### src/inc/eeo_defines.vh
/*
 Constants for the encoder emulation output block: register offsets,
 field positions, reset values, mode codes and timing counts.
 Assumes a 200 MHz system clock and a 32-bit APB register bus.
*/
`ifndef EEO_DEFINES_VH
`define EEO_DEFINES_VH

// ----------------------------------------------------------------------
// Register byte offsets
// ----------------------------------------------------------------------
`define EEO_OFS_CTRL 12'h000
`define EEO_OFS_LINES 12'h004
`define EEO_OFS_IDXOFS 12'h008
`define EEO_OFS_CLKDIV 12'h00c
`define EEO_OFS_STATUS 12'h010
`define EEO_OFS_POS 12'h014

// ----------------------------------------------------------------------
// Control register fields
// ----------------------------------------------------------------------
`define EEO_CTRL_MODE_LSB 0
`define EEO_CTRL_MODE_MSB 1
`define EEO_CTRL_GRAY_BIT 2
`define EEO_CTRL_INVERT_BIT 3
`define EEO_CTRL_REV_LSB 4
`define EEO_CTRL_REV_MSB 8
`define EEO_CTRL_IMUL_LSB 9
`define EEO_CTRL_IMUL_MSB 11

// ----------------------------------------------------------------------
// Mode codes and limits
// ----------------------------------------------------------------------
`define EEO_MODE_INCR 2'h1
`define EEO_MODE_SERIAL 2'h2
`define EEO_MODE_INTERP 2'h3
`define EEO_REV_MIN 5'h0c
`define EEO_REV_MAX 5'h10
`define EEO_TURN_BITS 16
`define EEO_FRAME_MAX 32
`define EEO_LINES_MIN_LOG 5'h08
`define EEO_LINES_MAX_LOG 5'h13
`define EEO_IMUL_MIN 3'h4
`define EEO_IMUL_MAX 3'h7

// ----------------------------------------------------------------------
// Reset values
// ----------------------------------------------------------------------
`define EEO_CTRL_RESET 12'h0c1
`define EEO_LINES_RESET 5'h0c
`define EEO_IDXOFS_RESET 16'h0000
`define EEO_CLKDIV_RESET 8'h42

// ----------------------------------------------------------------------
// Timing: 200 MHz clock, 1.5 MHz output frequency limit (6 MHz edges), serial idle timeout
// ----------------------------------------------------------------------
`define EEO_CLK_KHZ 200000
`define EEO_FMAX_KHZ 1500
`define EEO_MIN_STEP_CYC ((`EEO_CLK_KHZ + `EEO_FMAX_KHZ * 4 - 1) / (`EEO_FMAX_KHZ * 4))
`define EEO_TIMEOUT_US 20
`define EEO_TIMEOUT_CYC (`EEO_TIMEOUT_US * `EEO_CLK_KHZ / 1000)

`endif

### src/design/eeo_top.v
/*
 Encoder emulation output: turns the shaft position into an A/B/index
 quadrature stream or a serial absolute frame, set up over APB.
 Assumes a same-clock shaft position input, an external serial shift
 clock and encoder index arriving asynchronously on pins.
 The evaluator must keep its shift clock high between bursts for at
 least the idle timeout, or the next burst is taken as more bits.
 Motion faster than the edge limit is not lost: the outputs lag and
 catch up once the shaft slows down.
 Index offset writes raise a one-cycle store request; keeping the value
 through power loss is left to the storage outside this block.
*/
// Design decisions made here: the APB slave port and the register addresses.
`timescale 1ns/1ps
`include "eeo_defines.vh"

module eeo_top #(
	parameter TIMEOUT = `EEO_TIMEOUT_CYC,
	parameter ENC_LOG = 11
) (
	// Clock and reset
	input wire clk,
	input wire reset_n,
	// APB slave
	input wire psel,
	input wire penable,
	input wire pwrite,
	input wire [11:0] paddr,
	input wire [31:0] pwdata,
	output reg [31:0] prdata,
	output reg pready,
	output reg pslverr,
	// Shaft position: revolutions and 16-bit within-turn angle
	input wire [15:0] shaft_turns,
	input wire [15:0] shaft_angle,
	// Encoder index from the feedback connector (asynchronous)
	input wire enc_index,
	// Emulation outputs
	output reg out_a,
	output reg out_b,
	output reg index_pulse,
	input wire ssi_clk,
	output reg ssi_data,
	output reg nvm_save_req
);

	// ------------------------------------------------------------------
	// Registers
	// ------------------------------------------------------------------
	// Software settings
	reg [11:0] ctrl_reg;
	reg [4:0] lines_reg;
	reg [15:0] idxofs_reg;
	reg [7:0] clkdiv_reg;
	// Step tracking: emitted count against target
	reg [31:0] pos_acc_reg;
	reg [31:0] tgt_reg;
	reg step_req_reg;
	reg step_dir_reg;

	// Pin synchronisers and edge history
	reg [1:0] sclk_sync_reg;
	reg sclk_prev_reg;
	reg [1:0] idx_sync_reg;
	// Shift clock spacing check and frame capture
	reg [15:0] sgap_reg;
	reg overspeed_reg;
	reg [31:0] frame_hold_reg;

	// Submodule outputs
	wire [1:0] phase;
	wire step_ack;
	wire sdata;
	wire sbusy;
	wire slatch;
	// Control fields
	wire [1:0] mode = ctrl_reg[`EEO_CTRL_MODE_MSB:`EEO_CTRL_MODE_LSB];
	wire [4:0] rev_bits = ctrl_reg[`EEO_CTRL_REV_MSB:`EEO_CTRL_REV_LSB];
	wire [2:0] imul = ctrl_reg[`EEO_CTRL_IMUL_MSB:`EEO_CTRL_IMUL_LSB];
	wire invert = ctrl_reg[`EEO_CTRL_INVERT_BIT];
	wire [31:0] abs_pos = {shaft_turns, shaft_angle};

	// Clamp a field to a legal range
	// Shared by the line count, multiplier and revolution width limits
	function [4:0] clamp5;
		input [4:0] v;
		input [4:0] lo;
		input [4:0] hi;
		begin
			if (v < lo)
				clamp5 = lo;
			else if (v > hi)
				clamp5 = hi;
			else
				clamp5 = v;
		end
	endfunction

	// Encoder line count log2 as a five-bit field for the sums below
	localparam [4:0] ENC_LOG_W = ENC_LOG[4:0];
	// Interpolation multiplier held to its legal range
	wire [4:0] imul_eff = clamp5({2'b00, imul}, {2'b00, `EEO_IMUL_MIN},
		{2'b00, `EEO_IMUL_MAX});
	// Effective log2 of lines per turn for the current mode
	wire [4:0] lines_log = (mode == `EEO_MODE_INTERP) ?
		(ENC_LOG_W + imul_eff) :
		clamp5(lines_reg, `EEO_LINES_MIN_LOG, `EEO_LINES_MAX_LOG);

	// ------------------------------------------------------------------
	// Target count: position scaled to quadrature states (4 per line)
	// ------------------------------------------------------------------
	// Direction flip is opt-in; reset default counts up clockwise
	// Inverting negates the whole word, revolutions included
	reg [31:0] dir_pos;
	reg [31:0] tgt_next;
	always @* begin
		dir_pos = invert ? (32'h0 - abs_pos) : abs_pos;
		// Angle holds 16 bits per turn; states per turn are 2^(log+2)
		if (lines_log + 5'h02 >= 5'h10)
			tgt_next = dir_pos << (lines_log + 5'h02 - 5'h10);
		else
			tgt_next = dir_pos >> (5'h10 - lines_log - 5'h02);
	end

	// ------------------------------------------------------------------
	// Step request toward target
	// ------------------------------------------------------------------
	// Follows target one quadrature state at a time; lag absorbs speed
	always @(posedge clk or negedge reset_n) begin
		if (!reset_n) begin
			tgt_reg <= 32'h00000000;
			pos_acc_reg <= 32'h00000000;
			step_req_reg <= 1'b0;
			step_dir_reg <= 1'b0;
		end else begin
			tgt_reg <= tgt_next;
			// Count what was actually emitted, not what was asked for
			if (step_ack)
				pos_acc_reg <= step_dir_reg ? pos_acc_reg - 32'h1 : pos_acc_reg + 32'h1;
			step_req_reg <= (mode == `EEO_MODE_INCR || mode == `EEO_MODE_INTERP) &&
				(tgt_reg != pos_acc_reg) && !step_ack;
			step_dir_reg <= ($signed(tgt_reg - pos_acc_reg) < 0);
		end
	end

	// Minimum spacing between steps caps the A/B edge rate
	eeo_quad_gen #(
		.MIN_STEP(`EEO_MIN_STEP_CYC)
	) u_quad (
		.clk(clk),
		.reset_n(reset_n),
		.step_req(step_req_reg),
		.step_dir(step_dir_reg),
		.step_ack(step_ack),
		.phase_reg(phase)
	);

	// ------------------------------------------------------------------
	// Index generation
	// ------------------------------------------------------------------
	// Offset converted from angle units to quadrature states, and turn mask
	reg [31:0] ofs_states;
	reg [31:0] turn_mask;
	always @* begin
		if (lines_log + 5'h02 >= 5'h10)
			ofs_states = {16'h0000, idxofs_reg} << (lines_log + 5'h02 - 5'h10);
		else
			ofs_states = {16'h0000, idxofs_reg} >> (5'h10 - lines_log - 5'h02);
		turn_mask = (32'h1 << (lines_log + 5'h02)) - 32'h1;
	end
	// Emitted count relative to the offset, folded into one turn
	wire [31:0] turn_state = pos_acc_reg - ofs_states;
	// Last four states before the offset; exactly one of them has A=B=1,
	// so the index comes once per turn at any line count
	wire near_top = ((turn_state | 32'h3) & turn_mask) == turn_mask;

	// ------------------------------------------------------------------
	// Output registers and pin synchronisers
	// ------------------------------------------------------------------
	// Pin levels pass two flip-flops before anything reads them
	always @(posedge clk or negedge reset_n) begin
		if (!reset_n) begin
			out_a <= 1'b0;
			out_b <= 1'b0;
			index_pulse <= 1'b0;
			ssi_data <= 1'b1;
			idx_sync_reg <= 2'h0;
			sclk_sync_reg <= 2'h3;
			sclk_prev_reg <= 1'b1;
		end else begin
			idx_sync_reg <= {idx_sync_reg[0], enc_index};
			sclk_sync_reg <= {sclk_sync_reg[0], ssi_clk};
			sclk_prev_reg <= sclk_sync_reg[1];
			out_a <= phase[1];
			out_b <= phase[0];
			if (mode == `EEO_MODE_INTERP)
				index_pulse <= idx_sync_reg[1];
			else if (mode == `EEO_MODE_INCR)
				// Emitted count, not raw angle: a jump the outputs chase still indexes
				index_pulse <= phase[1] && phase[0] && near_top;
			else
				index_pulse <= 1'b0;
			// Serial line rests high outside serial mode
			ssi_data <= (mode == `EEO_MODE_SERIAL) ? sdata : 1'b1;
		end
	end

	// Edges taken from the second synchroniser stage only
	wire sclk_fall = sclk_prev_reg && !sclk_sync_reg[1];
	wire sclk_rise = !sclk_prev_reg && sclk_sync_reg[1];

	// ------------------------------------------------------------------
	// Serial frame build
	// ------------------------------------------------------------------
	// Word is right aligned here; the shifter left aligns short frames
	reg [31:0] bin_word;
	reg [31:0] frame_word;
	reg [4:0] rb;
	always @* begin
		rb = clamp5(rev_bits, `EEO_REV_MIN, `EEO_REV_MAX);
		// Turns lead, fixed 16 angle bits follow, right aligned
		bin_word = ({16'h0000, dir_pos[31:16]} & ((32'h1 << rb) - 32'h1)) << 16;
		bin_word = bin_word | {16'h0000, dir_pos[15:0]};
		frame_word = ctrl_reg[`EEO_CTRL_GRAY_BIT] ?
			(bin_word ^ (bin_word >> 1)) : bin_word;
	end

	// Shift clock edges count only in serial mode
	eeo_ssi_shift #(
		.WIDTH(`EEO_FRAME_MAX),
		.TIMEOUT(TIMEOUT)
	) u_ssi (
		.clk(clk),
		.reset_n(reset_n),
		.sclk_fall(sclk_fall && mode == `EEO_MODE_SERIAL),
		.sclk_rise(sclk_rise && mode == `EEO_MODE_SERIAL),
		.frame_word(frame_word),
		.frame_len({1'b0, rb} + 6'h10),
		.sdata_reg(sdata),
		.busy_reg(sbusy),
		.latch_pulse(slatch)
	);

	// ------------------------------------------------------------------
	// Shift clock rate check against the configured divider
	// ------------------------------------------------------------------
	// Edges closer than the setting flag overspeed; sticky until cleared
	always @(posedge clk or negedge reset_n) begin
		if (!reset_n) begin
			sgap_reg <= 16'h0000;
			overspeed_reg <= 1'b0;
			frame_hold_reg <= 32'h00000000;
		end else begin
			if (slatch)
				frame_hold_reg <= frame_word;
			// Same-cycle set beats the clear, so no fast edge goes unseen
			if (sclk_rise || sclk_fall) begin
				sgap_reg <= 16'h0000;
				if (sbusy && sgap_reg < {8'h00, clkdiv_reg})
					overspeed_reg <= 1'b1;
				else if (psel && penable && pwrite && paddr == `EEO_OFS_STATUS && pwdata[0])
					overspeed_reg <= 1'b0;
			end else begin
				if (sgap_reg != 16'hffff)
					sgap_reg <= sgap_reg + 16'h0001;
				if (psel && penable && pwrite && paddr == `EEO_OFS_STATUS && pwdata[0])
					overspeed_reg <= 1'b0;
			end
		end
	end

	// ------------------------------------------------------------------
	// APB slave: zero wait states, error on unmapped addresses
	// ------------------------------------------------------------------
	// Address decode; anything outside the map answers with an error
	wire apb_setup = psel && !penable;
	wire mapped = (paddr == `EEO_OFS_CTRL) || (paddr == `EEO_OFS_LINES) ||
		(paddr == `EEO_OFS_IDXOFS) || (paddr == `EEO_OFS_CLKDIV) ||
		(paddr == `EEO_OFS_STATUS) || (paddr == `EEO_OFS_POS);
	always @(posedge clk or negedge reset_n) begin
		if (!reset_n) begin
			ctrl_reg <= `EEO_CTRL_RESET;
			lines_reg <= `EEO_LINES_RESET;
			idxofs_reg <= `EEO_IDXOFS_RESET;
			clkdiv_reg <= `EEO_CLKDIV_RESET;
			prdata <= 32'h00000000;
			pready <= 1'b0;
			pslverr <= 1'b0;
			nvm_save_req <= 1'b0;
		end else begin
			pready <= apb_setup;
			pslverr <= apb_setup && !mapped;
			nvm_save_req <= 1'b0;
			// Writes here land at the setup edge; the access cycle only answers
			if (apb_setup && pwrite) begin
				if (paddr == `EEO_OFS_CTRL)
					ctrl_reg <= pwdata[11:0];
				else if (paddr == `EEO_OFS_LINES)
					lines_reg <= pwdata[4:0];
				else if (paddr == `EEO_OFS_IDXOFS) begin
					idxofs_reg <= pwdata[15:0];
					nvm_save_req <= 1'b1;
				end else if (paddr == `EEO_OFS_CLKDIV)
					clkdiv_reg <= pwdata[7:0];
			end
			// Read data stands only in the answer cycle, zero otherwise
			if (apb_setup && !pwrite) begin
				if (paddr == `EEO_OFS_CTRL)
					prdata <= {20'h00000, ctrl_reg};
				else if (paddr == `EEO_OFS_LINES)
					prdata <= {27'h0000000, lines_log};
				else if (paddr == `EEO_OFS_IDXOFS)
					prdata <= {16'h0000, idxofs_reg};
				else if (paddr == `EEO_OFS_CLKDIV)
					prdata <= {24'h000000, clkdiv_reg};
				else if (paddr == `EEO_OFS_STATUS)
					prdata <= {28'h0000000, index_pulse, sbusy, step_req_reg, overspeed_reg};
				else if (paddr == `EEO_OFS_POS)
					prdata <= frame_hold_reg;
				else
					prdata <= 32'h00000000;
			end else begin
				prdata <= 32'h00000000;
			end
		end
	end

endmodule // eeo_top

### src/design/eeo_quad_gen.v
/*
 Quadrature step generator: turns a signed step request into A/B
 transitions, one state change per accepted step, paced by a minimum
 spacing so the output never exceeds its edge rate.
 Assumes step requests from logic on the same clock.
*/
`timescale 1ns/1ps

module eeo_quad_gen #(
	parameter MIN_STEP = 34
) (
	// Clock and reset
	input wire clk,
	input wire reset_n,
	// Step request
	input wire step_req,
	input wire step_dir,
	output reg step_ack,
	// Quadrature state, gray two-bit counter
	output reg [1:0] phase_reg
);

	reg [15:0] gap_reg;

	// ------------------------------------------------------------------
	// Phase stepping
	// ------------------------------------------------------------------
	// One 90 degree step per accepted request; spacing keeps edges slow
	always @(posedge clk or negedge reset_n) begin
		if (!reset_n) begin
			phase_reg <= 2'h0;
			gap_reg <= 16'h0000;
			step_ack <= 1'b0;
		end else begin
			step_ack <= 1'b0;
			if (gap_reg != 16'h0000) begin
				gap_reg <= gap_reg - 16'h0001;
			end else if (step_req && !step_ack) begin
				// Gray sequence 00,01,11,10 gives A/B 90 degrees apart
				case ({step_dir, phase_reg})
				3'b000: phase_reg <= 2'b01;
				3'b001: phase_reg <= 2'b11;
				3'b011: phase_reg <= 2'b10;
				3'b010: phase_reg <= 2'b00;
				3'b100: phase_reg <= 2'b10;
				3'b110: phase_reg <= 2'b11;
				3'b111: phase_reg <= 2'b01;
				default: phase_reg <= 2'b00;
				endcase
				step_ack <= 1'b1;
				gap_reg <= MIN_STEP[15:0] - 16'h0001;
			end
		end
	end

endmodule // eeo_quad_gen

### src/design/eeo_ssi_shift.v
/*
 Serial frame shifter: loads a position word at the first falling shift
 clock edge of a burst, shifts MSB first on each rising edge, and returns
 to idle when the shift clock stays high for the timeout.
 Assumes shift clock edges already synchronised to clk.
*/
`timescale 1ns/1ps

module eeo_ssi_shift #(
	parameter WIDTH = 32,
	parameter TIMEOUT = 4000
) (
	// Clock and reset
	input wire clk,
	input wire reset_n,
	// Synchronised shift clock edges
	input wire sclk_fall,
	input wire sclk_rise,
	// Frame word and its length
	input wire [WIDTH-1:0] frame_word,
	input wire [5:0] frame_len,
	// Serial output
	output reg sdata_reg,
	output reg busy_reg,
	output reg latch_pulse
);

	reg [WIDTH-1:0] shift_reg;
	reg [15:0] idle_reg;

	// ------------------------------------------------------------------
	// Frame sequencing
	// ------------------------------------------------------------------
	// First edge latches; word is left aligned so bit WIDTH-1 goes first
	always @(posedge clk or negedge reset_n) begin
		if (!reset_n) begin
			shift_reg <= {WIDTH{1'b0}};
			idle_reg <= 16'h0000;
			sdata_reg <= 1'b1;
			busy_reg <= 1'b0;
			latch_pulse <= 1'b0;
		end else begin
			latch_pulse <= 1'b0;
			if (sclk_fall && !busy_reg) begin
				shift_reg <= frame_word << (WIDTH - frame_len);
				busy_reg <= 1'b1;
				latch_pulse <= 1'b1;
				idle_reg <= 16'h0000;
			end else if (busy_reg) begin
				if (sclk_rise) begin
					sdata_reg <= shift_reg[WIDTH-1];
					shift_reg <= {shift_reg[WIDTH-2:0], 1'b0};
					idle_reg <= 16'h0000;
				end else if (sclk_fall) begin
					idle_reg <= 16'h0000;
				end else if (idle_reg == TIMEOUT[15:0]) begin
					// Monoflop time: line rests high, next burst relatches
					busy_reg <= 1'b0;
					sdata_reg <= 1'b1;
				end else begin
					idle_reg <= idle_reg + 16'h0001;
				end
			end
		end
	end

endmodule // eeo_ssi_shift

### config.mk
export PLATFORM = sky130hd
export DESIGN_NAME = eeo_top
export DESIGN_NICKNAME = d
export VERILOG_FILES = /design/src/design/eeo_top.v /design/src/design/eeo_quad_gen.v /design/src/design/eeo_ssi_shift.v
export VERILOG_INCLUDE_DIRS = /design/src /design/src/inc
export SDC_FILE = /design/constraint.sdc
export NUM_CORES = 1
export LEC_CHECK = 0
export ABC_AREA = 1
export CORE_UTILIZATION = 60
export CTS_BUF_LIST = sky130_fd_sc_hd__clkbuf_4 sky130_fd_sc_hd__clkbuf_8
export DETAILED_ROUTE_END_ITERATION = 16
export DONT_BUFFER_PORTS = 1
export PLACE_DENSITY = 0.83
export SLEW_MARGIN = 20
export SYNTH_ARGS = -nofsm -noshare
export SYNTH_HDL_FRONTEND = slang
export SYNTH_SLANG_ARGS = --single-unit
### constraint.sdc
create_clock -name clk -period 6.8 [get_ports clk]
set_clock_uncertainty 0.05 [all_clocks]
set_input_delay 0.34 -clock clk [delete_from_list [all_inputs] [get_ports clk]]
set_output_delay 0.34 -clock clk [all_outputs]
set_load 0.03 [all_outputs]
### Yosys cells after proc, flatten, opt, wreduce, memory -nomap -nowiden

Cells that the tools add are included.

| storage, ports and cells | value |
|---|---|
| word-level logic and storage cells | 194 |
| output and inout bits | 39 |
| flip-flop bits (word level) | 270 |
| input port bits | 83 |

| cells by class | value |
|---|---|
| shifts and indexed selects | 7 |
| reductions and logical operators | 52 |
| add/sub/neg operators | 17 |
| $lt $le $gt $ge | 8 |
| bitwise operators | 9 |
| muxes and demuxes | 52 |
| equality and inequality tests | 19 |

Operators with widths:

| operator | count |
|---|---|
| 32-bit 2-to-1 mux | 15 |
| 16-bit 2-to-1 mux | 9 |
| 32-bit by 1-bit subtractor with 32-bit output (second input constant) | 2 |
| 32-bit subtractor | 2 |
| 16-bit by 1-bit adder with 16-bit output (second input constant) | 2 |
| 32-bit by 1-bit adder with 32-bit output (second input constant) | 1 |
| 32-bit bitwise AND | 1 |
| 32-bit == test | 1 |
| 32-bit by 1-bit less-than comparator with 1-bit output (second input constant) | 1 |
| 32-bit != test | 1 |
| 32-bit by 16-bit bitwise OR with 32-bit output | 1 |
| 1-bit by 5-bit << shifter with 32-bit output (first input constant) | 1 |
| 16-bit by 5-bit << shifter with 32-bit output | 1 |
| 32-bit by 32-bit << shifter with 32-bit output | 1 |
| 32-bit by 5-bit << shifter with 32-bit output | 1 |
| 16-bit by 5-bit >> shifter with 32-bit output | 1 |
| 32-bit by 5-bit >> shifter with 32-bit output | 1 |
| 1-bit by 32-bit subtractor with 32-bit output (first input constant) | 1 |
| 16-bit by 1-bit subtractor with 16-bit output (second input constant) | 2 |
| 32-bit by 31-bit bitwise XOR with 32-bit output | 1 |
| 5-bit 2-to-1 mux | 5 |
| 12-bit by 4-bit == test with 1-bit output (second input constant) | 2 |
| 12-bit by 5-bit == test with 1-bit output (second input constant) | 2 |
| 1-bit 2-to-1 mux | 21 |
| 39 further kinds | 88 |

### Depth between registers and ports, before layout

| logic depth | value |
|---|---|
| depth after elaboration | 14 |
| mapped depth | 36 |
| depth with buffers taken out | 31 |

### By module

Synthesis repeated with hierarchy kept, for this count alone.

| second synthesis, totals | value |
|---|---|
| cell total of the unflattened synthesis | 3708 |
| area, all modules | 23931.7 um^2 |

By module, submodules not included:

| module | area each (um^2) | seq. area each (um^2) | times used | cells each |
|---|---|---|---|---|
| eeo_top | 18356.4 | 5018.6 | 1 | 2855 |
| eeo_ssi_shift | 4499.3 | 1277.5 | 1 | 707 |
| eeo_quad_gen | 1076.0 | 475.5 | 1 | 146 |

### Worst setup path before layout

Ideal clock, no wire load.

| path | value |
|---|---|
| path type | flip-flop to flip-flop |
| start point | register ctrl_reg[11] |
| end point | register index_pulse |
| arrival | 4.930 ns |
| stages on the path, launching flop included | 34 |
| setup time | 0.065 ns |
| path buffers | 5 |
| data required time | 6.685 ns |
| slack | 1.755 ns |
| clock period less this slack | 5.045 ns |
| cell sequence | dfrtp_1 nand2_1 ha_1 inv_1 o21ai_2 inv_2 clkbuf_1 buf_1 ha_1 clkbuf_1 inv_1 clkbuf_1 buf_1 nand3_1 nand2_1 o21ai_0 o21ai_0 nand3_1 ha_1 a21oi_1 inv_1 a31oi_1 inv_1 a21oi_1 o21bai_1 a21oi_1 nand3_1 nand3_1 nand3_1 nor2_1 nand3_1 nor2_1 nand3_1 nand2_1 |

| between the ends | value |
|---|---|
| word-level cells in the longest chain between the ends | 14 |
| elaborated cells between the ends (all ways) | 20 |
| classes of those cells | 7 x add/sub; 2 x order compare; 1 x eq/ne; 3 x shift; 5 x mux; 1 x bitwise; 1 x reduce/logical |

RTL lines:

| element | RTL line | source |
|---|---|---|
| from (decl) | eeo_top.v:51 | `reg [11:0] ctrl_reg;` |
| from (signal assigned) | eeo_top.v:282 | `` ctrl_reg <= `EEO_CTRL_RESET; `` |
| from (signal assigned) | eeo_top.v:297 | `ctrl_reg <= pwdata[11:0];` |
| 3-bit less-than comparator | eeo_top.v:90 | `if (v < lo)` |
| 3-bit 2-to-1 mux * | eeo_top.v:90 |  |
| 4-bit by 5-bit adder with 5-bit output * | eeo_top.v:106 | `(ENC_LOG_W + imul_eff) :` |
| 5-bit 2-to-1 mux * | eeo_top.v:105 | `` wire [4:0] lines_log = (mode == `EEO_MODE_INTERP) ? `` |
| 5-bit subtractor or 5-bit by 2-bit adder with 5-bit output (tied branches) | n/a |  |
| 5-bit by 2-bit subtractor with 5-bit output or 5-bit subtractor (tied branches) | eeo_top.v:168, eeo_top.v:166 |  |
| 16-bit by 5-bit >> shifter with 32-bit output or 16-bit by 5-bit << shifter with 32-bit output (tied branches) | eeo_top.v:168, eeo_top.v:166 |  |
| 32-bit 2-to-1 mux | eeo_top.v:165 | `if (lines_log + 5'h02 >= 5'h10)` |
| 32-bit subtractor | eeo_top.v:172 | `wire [31:0] turn_state = pos_acc_reg - ofs_states;` |
| 32-bit bitwise AND | eeo_top.v:175 | `wire near_top = ((turn_state \| 32'h3) & turn_mask) == turn_mask;` |
| 32-bit == test * | eeo_top.v:175 |  |
| 1-bit logical AND * | eeo_top.v:200 | `index_pulse <= phase[1] && phase[0] && near_top;` |
| 1-bit 2-to-1 mux * | eeo_top.v:198 | `` else if (mode == `EEO_MODE_INCR) `` |
| 1-bit 2-to-1 mux * | eeo_top.v:196 | `` if (mode == `EEO_MODE_INTERP) `` |
| to (signal assigned) | eeo_top.v:197 | `index_pulse <= idx_sync_reg[1];` |
| to (signal assigned) | eeo_top.v:200 |  |
| to (decl) | eeo_top.v:41 | `output reg index_pulse,` |

Every way passes the cells marked *; elsewhere a longest branch is shown, timed or not.
A chain may end at the register's enable or synchronous reset.

### Final worst setup path

| path | value |
|---|---|
| start point | register ctrl_reg[1] |
| end point | register index_pulse |

| between the ends | value |
|---|---|
| word-level cells in the longest chain between the ends | 12 |
| elaborated cells between the ends (all ways) | 19 |
| classes of those cells | 6 x add/sub; 1 x order compare; 3 x eq/ne; 3 x shift; 4 x mux; 1 x bitwise; 1 x reduce/logical |

RTL lines:

| element | RTL line |
|---|---|
| 2-bit == test (no line) | n/a |
| 5-bit 2-to-1 mux | eeo_top.v:105 |
| 5-bit subtractor or 5-bit by 2-bit adder with 5-bit output (tied branches) | n/a |
| 5-bit by 2-bit subtractor with 5-bit output or 5-bit subtractor (tied branches) | eeo_top.v:168, eeo_top.v:166 |
| 16-bit by 5-bit >> shifter with 32-bit output or 16-bit by 5-bit << shifter with 32-bit output (tied branches) | eeo_top.v:168, eeo_top.v:166 |
| 32-bit 2-to-1 mux | eeo_top.v:165 |
| 32-bit subtractor | eeo_top.v:172 |
| 32-bit bitwise AND | eeo_top.v:175 |
| 32-bit == test | eeo_top.v:175 |
| 1-bit logical AND | eeo_top.v:200 |
| 1-bit 2-to-1 mux | eeo_top.v:198 |
| 1-bit 2-to-1 mux * | eeo_top.v:196 |

Marked as above.

==> results by group <==
Setup path
  – Worst setup SP type: flop
  – Critical path's largest stage delay: 0.64 ns
  – Crit end category: flop
  – CP Max Fanout: 39
  – Flop2flop setup slack: 1.13 ns
  – FF-to-FF End: index_pulse$_DFF_PN0_
  – WP data arrival: 6.17 ns
  – Top delay family on crit path: buffers and inverters
  – WP depth: 29
  – Cell mode on critical path: nand2_1
  – Critical Path End: index_pulse$_DFF_PN0_
  – CP max stage cell: dfrtp_1
  – CP bufs+invs: 6
  – Origin of the critical flop-to-flop path: ctrl_reg[1]$_DFFE_PN0P_
  – Worst setup path startpoint: ctrl_reg[1]$_DFFE_PN0P_
  – Worst Setup Path Type: flop to flop
  – Reg2reg path depth: 29
  – CP required: 7.30 ns

Clocking
  – Clk_lat worst skew: 0.64 ns
  – CTS sink cnt: 270
  – CTS buffer count: 46
  – CTS root buffer: clkbuf_8
  – CTS HTree Levels: 2
  – CTS max path bufs: 3
  – CTS tree: built
  – CTS clk-pin slew, worst paths: 0.06 ns
  – Setup repair bufs after CTS: 0

Cells and area
  – Nets: 3,777
  – Area Growth Syn to Fin: 7.08%
  – Fraction of layout cells with a size suffix above 1: 0.0525
  – Fin area: 0.0248 sq mm
  – Commonest non-fill, non-tap cell in the layout: nand2_1
  – Commonest non-fill, non-tap cells in the layout: nand2_1, inv_1, o21ai_0, nand3_1, nor2_1

Pwr
  – Pwr Density: 153 mW/mm^2
  – Leakage: 12.3 nW
  – Peak VDD IR: 0.216 mV
  – Pwr Total: 3.80 mW

Routing
  – Drt total wl: 71,400 microns
  – Final routed DRC violation total: 0
  – Post-route ant nets: 0
  – Wire per inst: 17.4 microns
  – Via count: 23,900
  – Starting DRT DRC Count: 2,420
  – Drt pass-1 iters: 6
  – Detail-routed via count per cell: 5.81

Synth
  – Post-Syn Instances: 3,605
  – Ranking of synthesized cells by area: dfrtp_1, nand2_1, o21ai_0, ha_1, inv_1
  – Yosys cell types: 66
  – Post-synth EDFFs: 0
  – Top FF cell, synth: dfrtp_1
  – Top-area cell type share of the netlist area: 0.278
  – Yosys reg bits: 270
  – Ys async rst share: 1.00
  – Syn avg cell area: 6.44 sq um
  – Yosys top cell by area: dfrtp_1
  – Mapped cell area: 0.0232 sq mm
  – Yosys warning total: 0
  – Seq/Total Area, Yosys: 0.292

Place
  – Final GP Congestion: 0.993
  – Hpwl dp: 54,100 microns
  – PortBufs: 0
  – Placed cell area: 0.0235 sq mm

Timing
  – Max Clock Freq: 0.176 GHz
  – Post-route minimum period: 5.67 ns
  – Post-route setup TNS: 0 ns
  – Period utilization: 0.834
  – Worst Max-Slew Pin Slew: 1.02 ns
  – Worst rel slew slack: 0.316
  – Setup Viol. Count Final: 0
  – Slew Viols, Final: 0
  – RSZ-0062 raised after global routing: no
  – Fin. Hold Viols: 0

Status
  – Status: completed

Die
  – Die footprint: 0.0395 sq mm
  – Die Wd: 199 microns
  – Core ar.: 0.0378 sq mm
  – I/O Pins: 122
  – Chip height: 199 microns
  – Initial Util: 0.613
  – Site row count: 71

Global routing
  – Vias in the first global route: 21,900
  – First-pass GRT wire length: 114,000 microns
  – Largest net degree at the start of global routing: 271
  – Global routing's busiest layer: met2
  – Met2 usage: 0.574
  – Met1 usage in global routing: 0.482
  – GR Util met3: 0.0695
  – GRT Overall Usage: 0.363
  – Initial antenna violation count: 1
  – GR Overflow Total: 0

Min path
  – Hold Crit Start: shaft_turns[15]
  – Hold Path Class: input pin to flop

Flow run
  – Max-Cap Viols: 0
-- power by group --
group | internal, mW | switching [mW] | total, mW
Clock | 0.920 | 0.711 | 1.63
Combinational | 0.154 | 0.284 | 0.438
Sequential | 1.67 | 0.0603 | 1.73
Total | 2.75 | 1.05 | 3.80
-- synthesized netlist by cell type, types with 32 or more instances --
cell type  instances
a21oi_1          159
a31oi_1           32
clkbuf_1         108
dfrtp_1          258
ha_1             124
inv_1            411
nand2_1         1057
nand3_1          276
nor2_1           273
nor3_1            58
o211ai_1          32
o21ai_0          404
xnor2_1           38
xor2_1            64
-- logic make-up after synthesis --
family | share of synthesized area
and+or+nand+nor | 0.325
AOI/OAI and AO/OA | 0.176
buffers and inverters | 0.0918
DFF | 0.292
adders and majority gates | 0.0677
xor gates and xnor gates | 0.0399
muxes | 0.00744
other | 0.000162
-- area by class of cell --
cell class,count,area (sq um)
clock buffer,73,898
fill,3562,13000
sequential,270,6770
tap,511,639
inverter,427,1610
timing repair buffer,50,495
clock inverter,9,123
multi-input combinational,2774,14300
antenna,1,2.50
-- tightest hold or removal path, cell delays in order --
cell     delay [ns]
xor2_1         0.09
nand2_1        0.14
o21ai_0        0.09
-- metrics by stage --
step | instances | utilization | hold WS, ns | worst slack [ns]
global route | 4115 | 0.657 | 0.0494 | 0.694
finish | 4115 | 0.657 | 0.0369 | 1.13
global placement | 4005 | 0.621 | 0.0128 | 1.38
floorplan | 3606 | - | -0.00559 | 1.76
CTS | 4112 | 0.655 | 0.0130 | 1.32
detailed placement | 4005 | 0.621 | 0.0138 | 1.32
-- worst min-delay path by stage --
stage                                     end  slack [ns]  depth (start not counted)
6_report       frame_hold_reg[31]$_DFFE_PN0P_        0.04                          3
5_1_grt        frame_hold_reg[31]$_DFFE_PN0P_        0.05                          3
4_1_cts         frame_hold_reg[0]$_DFFE_PN0P_        0.01                          4
3_5_place_dp   u_quad.gap_reg[13]$_DFFE_PN0P_        0.01                          0
3_3_place_gp   u_quad.gap_reg[12]$_DFFE_PN0P_        0.01                          0
2_1_floorplan       clkdiv_reg[0]$_DFFE_PN0P_      -0.006                          0
-- routing by layer --
layer,up-vias,wire length (microns)
met5,-,0
met2,956,31800
met1,10900,30700
met3,186,5760
li1,11800,-
met4,0,3090
-- what timing repair did --
item                                   4_1_cts  5_1_grt
hold buffers                                25        0
endpoints found under the hold margin      327        0
resized for setup                            0        0
Note: power is estimated with default switching activity, not from simulation.
